File: src/srx_pkg.sv
// Package of constants and carrier types for the static RAM expansion controller
package srx_pkg;
   // ****************************************************************
   // Array geometry
   // ****************************************************************
   localparam int SRX_ADDR_W = 16;             // Host byte address width
   localparam int SRX_DATA_W = 16;             // Host data bus width
   localparam int SRX_BANKS = 4;               // Banks in the array
   localparam int SRX_BANK_BYTES = 4096;       // Bytes per bank
   localparam int SRX_MAP_BYTES = 8192;        // Placement boundary in bytes
   localparam int SRX_CODE_W = 4;              // Map switch positions
   localparam int SRX_PAGE_LSB = 12;           // Lowest address bit above one bank
   localparam int SRX_WORD_W = 11;             // Word address within one bank (2K x 16)
   localparam int SRX_BANK_W = 2;              // Bank index width
   localparam int SRX_BANK_SPAN_W = 3;         // Wide enough to hold a bank count
   // ****************************************************************
   // Map decode fields
   // ****************************************************************
   localparam int SRX_BASE_MSB = 2;            // Code bits that pick the 8K base
   localparam int SRX_SIZE_BIT = 3;            // Code bit that picks the window size
   localparam logic [SRX_BANK_SPAN_W-1:0] SRX_FULL_BANKS = 3'h4; // Whole array mapped
   localparam logic [SRX_BANK_SPAN_W-1:0] SRX_HALF_BANKS = 3'h2; // Lower half mapped
   localparam logic [SRX_BANKS-1:0] SRX_NO_BANK_N = 4'hf;         // All bank selects idle
   localparam logic [SRX_DATA_W-1:0] SRX_DATA_RST = 16'h0000;     // Read data at reset
   localparam logic [SRX_WORD_W-1:0] SRX_WORD_RST = 11'h000;      // Word address at reset

   // ****************************************************************
   // Types
   // ****************************************************************
   typedef enum logic {SRX_SPEED_FAST, SRX_SPEED_SLOW} srx_speed_e;

   typedef enum {SRX_IDLE, SRX_WAIT, SRX_ACCESS} srx_state_e;

   // Backplane memory cycle signals, all synchronous to the CPU clock
   typedef struct packed {
      logic [SRX_ADDR_W-1:0] addr;             // Byte address, bit 15 most significant
      logic memEn_n;                           // Memory cycle in progress, low
      logic dbIn;                              // High when the host reads
      logic we_n;                              // Write strobe, low
      logic [SRX_DATA_W-1:0] wrData;           // Data from the host
   } srx_host_s;

   // Strobes toward the RAM array
   typedef struct packed {
      logic [SRX_BANKS-1:0] bankSel_n;         // One bank select per bank, low
      logic [SRX_WORD_W-1:0] wordAddr;         // Word within the bank
      logic we_n;                              // Array write, low
      logic oe_n;                              // Array output enable, low
   } srx_ram_s;
endpackage

File: src/srx_ram_ctrl.sv
// Static RAM expansion board controller: map decode, bank select and wait state
`timescale 1ns/100ps
module srx_ram_ctrl
   import srx_pkg::*;
#(
   parameter int NUM_BANKS = SRX_BANKS         // Banks fitted, at most four
)
(
   input wire logic sys_clk,                   // CPU clock, 25 MHz
   input wire logic resetn,                    // Asynchronous reset, low
   input wire srx_host_s hostBus,              // Backplane memory cycle signals
   input wire logic ramSpeedJumper,            // Speed jumper pin, high is slow
   input wire logic [SRX_CODE_W-1:0] mapSelectSwitch, // Map switch pins, off pulls high
   input wire logic [SRX_DATA_W-1:0] ramRdData, // Data from the array
   output logic [SRX_DATA_W-1:0] ramWrData,    // Data to the array
   output srx_ram_s ramCtl,                    // Array strobes and address
   output logic [SRX_DATA_W-1:0] busDataOut,   // Read data toward the backplane
   output logic busDataOe,                     // High while driving the data bus
   output logic busReady,                      // Ready level toward the host
   output logic busReadyOe                     // High while driving ready
);

   // ****************************************************************
   // Elaboration checks
   // ****************************************************************
   // The array holds at most 16K bytes
   if (NUM_BANKS < 1 || NUM_BANKS > SRX_BANKS)
   begin : gBankCheck
      $error("NUM_BANKS must lie between one and four");
   end

   // Page decode takes one bank per address page and a placement step of two pages
   if (SRX_BANK_BYTES != (1 << SRX_PAGE_LSB) || SRX_MAP_BYTES != 2 * SRX_BANK_BYTES)
   begin : gPageCheck
      $error("Bank size or placement step does not fit the page decode");
   end

   // Word address must fill one page exactly, and the bank index must count every bank
   if (SRX_WORD_W != SRX_PAGE_LSB - 1 || (1 << SRX_BANK_W) != SRX_BANKS)
   begin : gWidthCheck
      $error("Word or bank index width does not match the bank geometry");
   end

   // ****************************************************************
   // Map decode
   // ****************************************************************
   // Base in 4K pages from the switch code; base on 8K steps, size from the top bit
   function automatic logic [SRX_BANK_SPAN_W:0] windowOffset(
      input logic [SRX_CODE_W-1:0] code,
      input logic [SRX_ADDR_W-1:0] addr);
      logic [SRX_CODE_W-1:0] basePage;
      logic [SRX_CODE_W:0] diff;
      logic [SRX_BANK_SPAN_W-1:0] span;
      logic hit;
      basePage = {code[SRX_BASE_MSB:0], 1'b0};
      diff = {1'b0, addr[SRX_ADDR_W-1:SRX_PAGE_LSB]} - {1'b0, basePage};
      span = code[SRX_SIZE_BIT] ? SRX_HALF_BANKS : SRX_FULL_BANKS;
      if (span > NUM_BANKS[SRX_BANK_SPAN_W-1:0])
      begin
         span = NUM_BANKS[SRX_BANK_SPAN_W-1:0];
      end
      // Negative difference means below the base: no wrap past the top of memory
      hit = !diff[SRX_CODE_W] && (diff < {2'b00, span});
      windowOffset = {hit, diff[SRX_BANK_SPAN_W-1:0]};
   endfunction

   // ****************************************************************
   // Strap synchronisers
   // ****************************************************************
   // Jumper and switch are asynchronous pins; two flops before any use
   logic jumperMeta_r, jumper_r, jumperMeta_nxt, jumper_nxt;
   logic [SRX_CODE_W-1:0] switchMeta_r, switch_r, switchMeta_nxt, switch_nxt;

   // Next values of the synchroniser chains
   always_comb
   begin
      jumperMeta_nxt = ramSpeedJumper;
      jumper_nxt = jumperMeta_r;
      switchMeta_nxt = mapSelectSwitch;
      switch_nxt = switchMeta_r;
   end

   // Register the synchroniser chains
   always_ff @(posedge sys_clk or negedge resetn)
   begin
      if (!resetn)
      begin
         jumperMeta_r <= 1'b1;                 // Slow is the safe default
         jumper_r <= 1'b1;
         switchMeta_r <= '1;
         switch_r <= '1;
      end
      else
      begin
         jumperMeta_r <= jumperMeta_nxt;
         jumper_r <= jumper_nxt;
         switchMeta_r <= switchMeta_nxt;
         switch_r <= switch_nxt;
      end
   end

   // Off pulls the pin high, so the pin level is already the binary digit
   logic [SRX_CODE_W-1:0] mapCode;
   srx_speed_e speed;
   assign mapCode = switch_r;
   assign speed = jumper_r ? SRX_SPEED_SLOW : SRX_SPEED_FAST;

   // ****************************************************************
   // Cycle sequencer
   // ****************************************************************
   logic [SRX_BANK_SPAN_W:0] decode;
   logic hit;
   logic [SRX_BANK_W-1:0] bankIdx;
   assign decode = windowOffset(mapCode, hostBus.addr);
   assign hit = decode[SRX_BANK_SPAN_W];
   assign bankIdx = decode[SRX_BANK_W-1:0];

   srx_state_e state_r, state_nxt;
   logic [SRX_BANKS-1:0] bankSel_n_r, bankSel_n_nxt;
   logic [SRX_WORD_W-1:0] wordAddr_r, wordAddr_nxt;
   logic read_r, read_nxt;
   logic [SRX_DATA_W-1:0] rdData_r, rdData_nxt;
   logic [SRX_DATA_W-1:0] wrData_r, wrData_nxt;

   // Next state: the cycle is taken on memEn_n low with the address inside the mapped window
   always_comb
   begin
      state_nxt = state_r;
      bankSel_n_nxt = bankSel_n_r;
      wordAddr_nxt = wordAddr_r;
      read_nxt = read_r;
      rdData_nxt = rdData_r;
      wrData_nxt = hostBus.wrData;             // Host holds write data for the whole cycle
      case (state_r)
         SRX_IDLE:
         begin
            if (!hostBus.memEn_n && hit)
            begin
               for (int b = 0; b < SRX_BANKS; b++)
               begin
                  bankSel_n_nxt[b] = (bankIdx != b[SRX_BANK_W-1:0]);
               end
               // Byte address to 16-bit word: bit 0 selects a byte and is not used
               wordAddr_nxt = hostBus.addr[SRX_PAGE_LSB-1:1];
               read_nxt = hostBus.dbIn;
               // Slow parts get one extra clock before ready is released
               state_nxt = (speed == SRX_SPEED_SLOW) ? SRX_WAIT : SRX_ACCESS;
            end
         end
         SRX_WAIT:
         begin
            state_nxt = SRX_ACCESS;            // exactly one wait clock
         end
         SRX_ACCESS:
         begin
            rdData_nxt = ramRdData;
            if (hostBus.memEn_n)
            begin
               state_nxt = SRX_IDLE;
               bankSel_n_nxt = SRX_NO_BANK_N;
               read_nxt = 1'b0;
            end
         end
         default:
         begin
            state_nxt = SRX_IDLE;
            bankSel_n_nxt = SRX_NO_BANK_N;
            read_nxt = 1'b0;
         end
      endcase
   end

   // Register the sequencer
   always_ff @(posedge sys_clk or negedge resetn)
   begin
      if (!resetn)
      begin
         state_r <= SRX_IDLE;
         bankSel_n_r <= SRX_NO_BANK_N;
         wordAddr_r <= SRX_WORD_RST;
         read_r <= 1'b0;
         rdData_r <= SRX_DATA_RST;
         wrData_r <= SRX_DATA_RST;
      end
      else
      begin
         state_r <= state_nxt;
         bankSel_n_r <= bankSel_n_nxt;
         wordAddr_r <= wordAddr_nxt;
         read_r <= read_nxt;
         rdData_r <= rdData_nxt;
         wrData_r <= wrData_nxt;
      end
   end

   // ****************************************************************
   // Outputs
   // ****************************************************************
   // Ready and data are only driven while this board owns the cycle
   assign busReadyOe = (state_r != SRX_IDLE);
   assign busReady = (state_r != SRX_WAIT);
   assign busDataOe = (state_r == SRX_ACCESS) && read_r;
   assign busDataOut = rdData_r;

   // Write data is registered; it trails the host by a clock and, with fast parts, loads on the same edge that opens the write strobe
   assign ramWrData = wrData_r;
   assign ramCtl = '{
      bankSel_n: bankSel_n_r,
      wordAddr: wordAddr_r,
      we_n: !((state_r == SRX_ACCESS) && !read_r && !hostBus.we_n),
      oe_n: !((state_r != SRX_IDLE) && read_r)
   };
endmodule

File: config.mk
export PLATFORM = sky130hd
export DESIGN_NAME = srx_ram_ctrl
export DESIGN_NICKNAME = d
export VERILOG_FILES = /design/src/srx_pkg.sv /design/src/srx_ram_ctrl.sv
export SDC_FILE = /design/constraint.sdc
export NUM_CORES = 1
export LEC_CHECK = 0
export BUFFER_PORTS_ARGS = -buffer_cell sky130_fd_sc_hd__buf_2
export CAP_MARGIN = 10
export CORE_ASPECT_RATIO = 0.8
export CORE_UTILIZATION = 40
export DETAILED_ROUTE_END_ITERATION = 8
export PLACE_DENSITY = 0.81
export RECOVER_POWER = 100
export SLEW_MARGIN = 20
export SYNTH_ARGS = -nofsm -noshare
export SYNTH_HDL_FRONTEND = slang
export SYNTH_SLANG_ARGS = --single-unit
File: constraint.sdc
create_clock -name sys_clk -period 2.6 [get_ports sys_clk]
set_input_delay 0.65 -clock sys_clk [delete_from_list [all_inputs] [get_ports sys_clk]]
set_output_delay 0.65 -clock sys_clk [all_outputs]
set_load 0.1 [all_outputs]
==> results by group <==
Run status
  – Outcome: complete, but fails checks
  – Violated checks: DRC

Synthesis
  – Multiplexer fraction of the synthesized cell area: 0.172
  – Top cells by area, synth: sky130_fd_sc_hd__dfrtp_1 53%, sky130_fd_sc_hd__dfstp_2 17%, sky130_fd_sc_hd__mux2_2 11%, sky130_fd_sc_hd__mux2_4 4.1%, sky130_fd_sc_hd__ha_1 2.3%
  – Portion of the post-synthesis area used by sequential elements: 0.693
  – Dominant cell by count in the synthesized netlist: sky130_fd_sc_hd__dfrtp_1
  – Adder-cell area share of the yosys netlist: 0.0320
  – Library cell occupying the most area in the post-synthesis netlist: sky130_fd_sc_hd__dfrtp_1
  – Xor/xnor share of the synthesized area: 0.00400
  – Yosys top cell area share: 0.525
  – Number of unique standard cell types used by synthesis: 26
  – Async set-or-reset flop fraction in the synthesized netlist: 1.00
  – Average cell area after synthesis: 16.5 um2
  – Dominant combinational cell family by area after synthesis: multiplexers
  – List of most frequent post-synthesis cells: 46 x sky130_fd_sc_hd__dfrtp_1, 22 x sky130_fd_sc_hd__mux2_2, 14 x sky130_fd_sc_hd__dfstp_2
  – Most common flop cell mapped by yosys: sky130_fd_sc_hd__dfrtp_1
  – Number of standard cells after synthesis: 133
  – Count of flip-flops with a built-in enable after synthesis: 0
  – Warnings from Yosys: 0
  – Net count after synthesis: 196
  – Synthesized-area fraction occupied by ao, oa, aoi and oai cells: 0.0206
  – Flip-flop and latch count after synthesis: 60
  – Mapped cell area: 0.00219 mm2
  – Simple-gate share of the synthesized area: 0.0577

Routing
  – Pre-Repair DR Iteration Count: 6
  – Aggregate routed wire length: 4010 um
  – Routed vias/inst: 4.55
  – First DRT Iteration DRCs: 43
  – Routed via count: 1457
  – Post-detailed-route wirelength per cell: 12.5 um
  – Count of antenna-violating nets left after detailed routing: 0
  – Number of remaining DRC errors: 9

Critical path
  – Critical-path cell list: ha_4 -> inv_2 -> fa_1 -> ha_4 -> a211oi_4 -> nand3_4 -> mux2_1
  – Most frequent cell on the critical path: sky130_fd_sc_hd__ha_4
  – Delay contributed by the slowest stage of the critical path: 0.54 ns
  – Kind of cell adding the most delay to the critical path: adder cells
  – Setup crit end kind: flip-flop
  – Critical Path Source Type: flip-flop
  – Endpoint arrival time on the critical path: 2.64 ns
  – Slowest-stage cell, CP: sky130_fd_sc_hd__dfstp_2
  – Setup Crit Path Kind: reg -> reg
  – Required time of the worst setup path: 2.80 ns
  – Maximum fanout along the worst path: 13
  – Bufs and invs on worst path: 1

Place
  – Worst slack, placed: -0.168 ns
  – Final RePlAce weighted congestion: 0.697
  – Cell area after placement: 0.00286 mm2
  – Number of port buffers: 108
  – Placed wire-length estimate after detailed placement: 3040 um

Clock network
  – TritonCTS clock tree: yes
  – Root Buffer Master: sky130_fd_sc_hd__clkbuf_8
  – Clock transition time at the flip-flop clock pins of the worst setup and hold paths: 0.06 ns
  – Post-CTS setup buffer count: 0
  – Post-CTS Hold Buffers: 0
  – Number of buffers on the longest clock path: 2
  – Number of clock buffers inserted by TritonCTS: 9
  – Gates resized, CTS repair: 0
  – Total number of clock tree sinks: 60
  – Insertion delay of the later-clocked pin in the worst-skew pair: 0.32 ns
  – Level count of the clock H-tree: 3

Floorplan
  – Starting density of the core: 0.425
  – Core box area: 0.00515 mm2
  – Die Outline Area: 0.00578 mm2
  – Width of the chip: 84.7 um
  – Number of placement rows: 23
  – Io pins: 110
  – Height of the die: 68.2 um

Timing
  – Remaining max-slew budget at the tightest pin: 0.0703
  – Worst hold slack: 0.358 ns
  – Worst-case clock skew: 0.00413 ns
  – Transition time of the tightest slew-check pin: 1.39 ns
  – Final critical-path required period: 2.44 ns
  – Endpoints failing hold: 0
  – RSZ-0062 raised after global routing: no
  – Period utilisation layout: 0.938
  – Achievable clock frequency: 410 MHz
  – Final setup violation count: 0
  – Final worst slack: 0.162 ns
  – Number of slew-limit violations in the final report: 0

GRT
  – First-pass GRT wire length: 6290 um
  – Via count of the first global-routing pass: 1351
  – Total Routing Usage GR: 0.152
  – Pin count of the biggest net entering global routing: 35
  – Initial antenna violation count: 0
  – Total gr overflow: 0

Worst hold path
  – Classification of the worst-slack hold path: reg -> reg

Finish
  – Share of cells above drive strength 1: 0.496
  – Area of the multi-input gates: 633 um2
  – Post-synthesis to final-layout area growth: 36.3%
  – Diode count: 0
  – Number of nets in the layout: 316
  – Final core utilization: 0.580
  – Sequential cell area: 0.00152 mm2
  – Final standard cell area without fillers: 0.00299 mm2
  – Number of fillers in the final layout: 464

Run
  – Reported max-cap violation count: 0
==> final cells by class <==
type,instances,share of cell area
Clock inverter,6,0.0293
Clock buffer,10,0.0461
Sequential cell,60,0.509
Timing Repair Buffer,112,0.171
Tap cell,62,0.0260
Inverter,6,0.00754
Multi-Input combinational cell,64,0.212
==> through the flow <==
| step | TNS (ns) | instances |
|---|---|---|
| floorplan | 0 | 133 |
| global placement | -1.67 | 304 |
| detailed placement | -2.21 | 304 |
| CTS | 0 | 320 |
| global route | 0 | 320 |
| finish | 0 | 320 |
==> worst paths after layout <==
path,start,endpoint,slack (ns),depth (start not counted)
min in group asynchronous,resetn,busDataOut[3]$_DFFE_PN0N_,0.63,1
hold reg to reg,jumperMeta_r$_DFF_PN1_,jumper_r$_DFF_PN1_,0.36,0
setup / recovery,mapCode[0]$_DFF_PN1_,wordAddr_r[4]$_DFFE_PN0P_,0.16,7
setup reg to reg,mapCode[0]$_DFF_PN1_,wordAddr_r[4]$_DFFE_PN0P_,0.16,7
max in group asynchronous,resetn,busDataOut[5]$_DFFE_PN0N_,0.50,2
hold / removal,jumperMeta_r$_DFF_PN1_,jumper_r$_DFF_PN1_,0.36,0
==> cells by family after synthesis <==
group | count (synthesis)
AOI/OAI and AO/OA | 4
xor gates and xnor gates | 1
adders and majority gates | 5
buffers and inverters | 9
DFF | 60
muxes | 32
and+or+nand+nor | 22
==> layer usage <==
metal | wire, um | part of all wire | GRT usage | vias up
met5 | 0 | 0 | 0 | -
met4 | 75 | 0.019 | 0.0826 | 0
met3 | 489 | 0.12 | 0.0917 | 9
met2 | 1780 | 0.44 | 0.221 | 88
met1 | 1670 | 0.42 | 0.176 | 670
li1 | - | - | - | 690
==> placed cells by master, fill, tap and decap left out, drive strengths merged, types with 2 or more instances in the layout <==
cell / instances
mux2i: 4
clkbuf: 66
nand2b: 3
dfstp: 14
a211oi: 2
dfrtp: 46
mux2: 28
buf: 56
bufinv: 2
nand2: 2
ha: 4
clkinvlp: 3
inv: 6
nor2: 10
==> state kept, by name, indices dropped and copies added, names as in the netlist <==
name and count:
busDataOut 16, mapCode 4, wordAddr_r 11, state_r 2, ramWrData 16, bankSel_n_r 4
jumperMeta_r 1, jumper_r 1, read_r 1, switchMeta_r 4
Power is left out: the tool's default activity adds up to more than one toggle a clock period on the data nets, which glitch-free logic cannot reach.
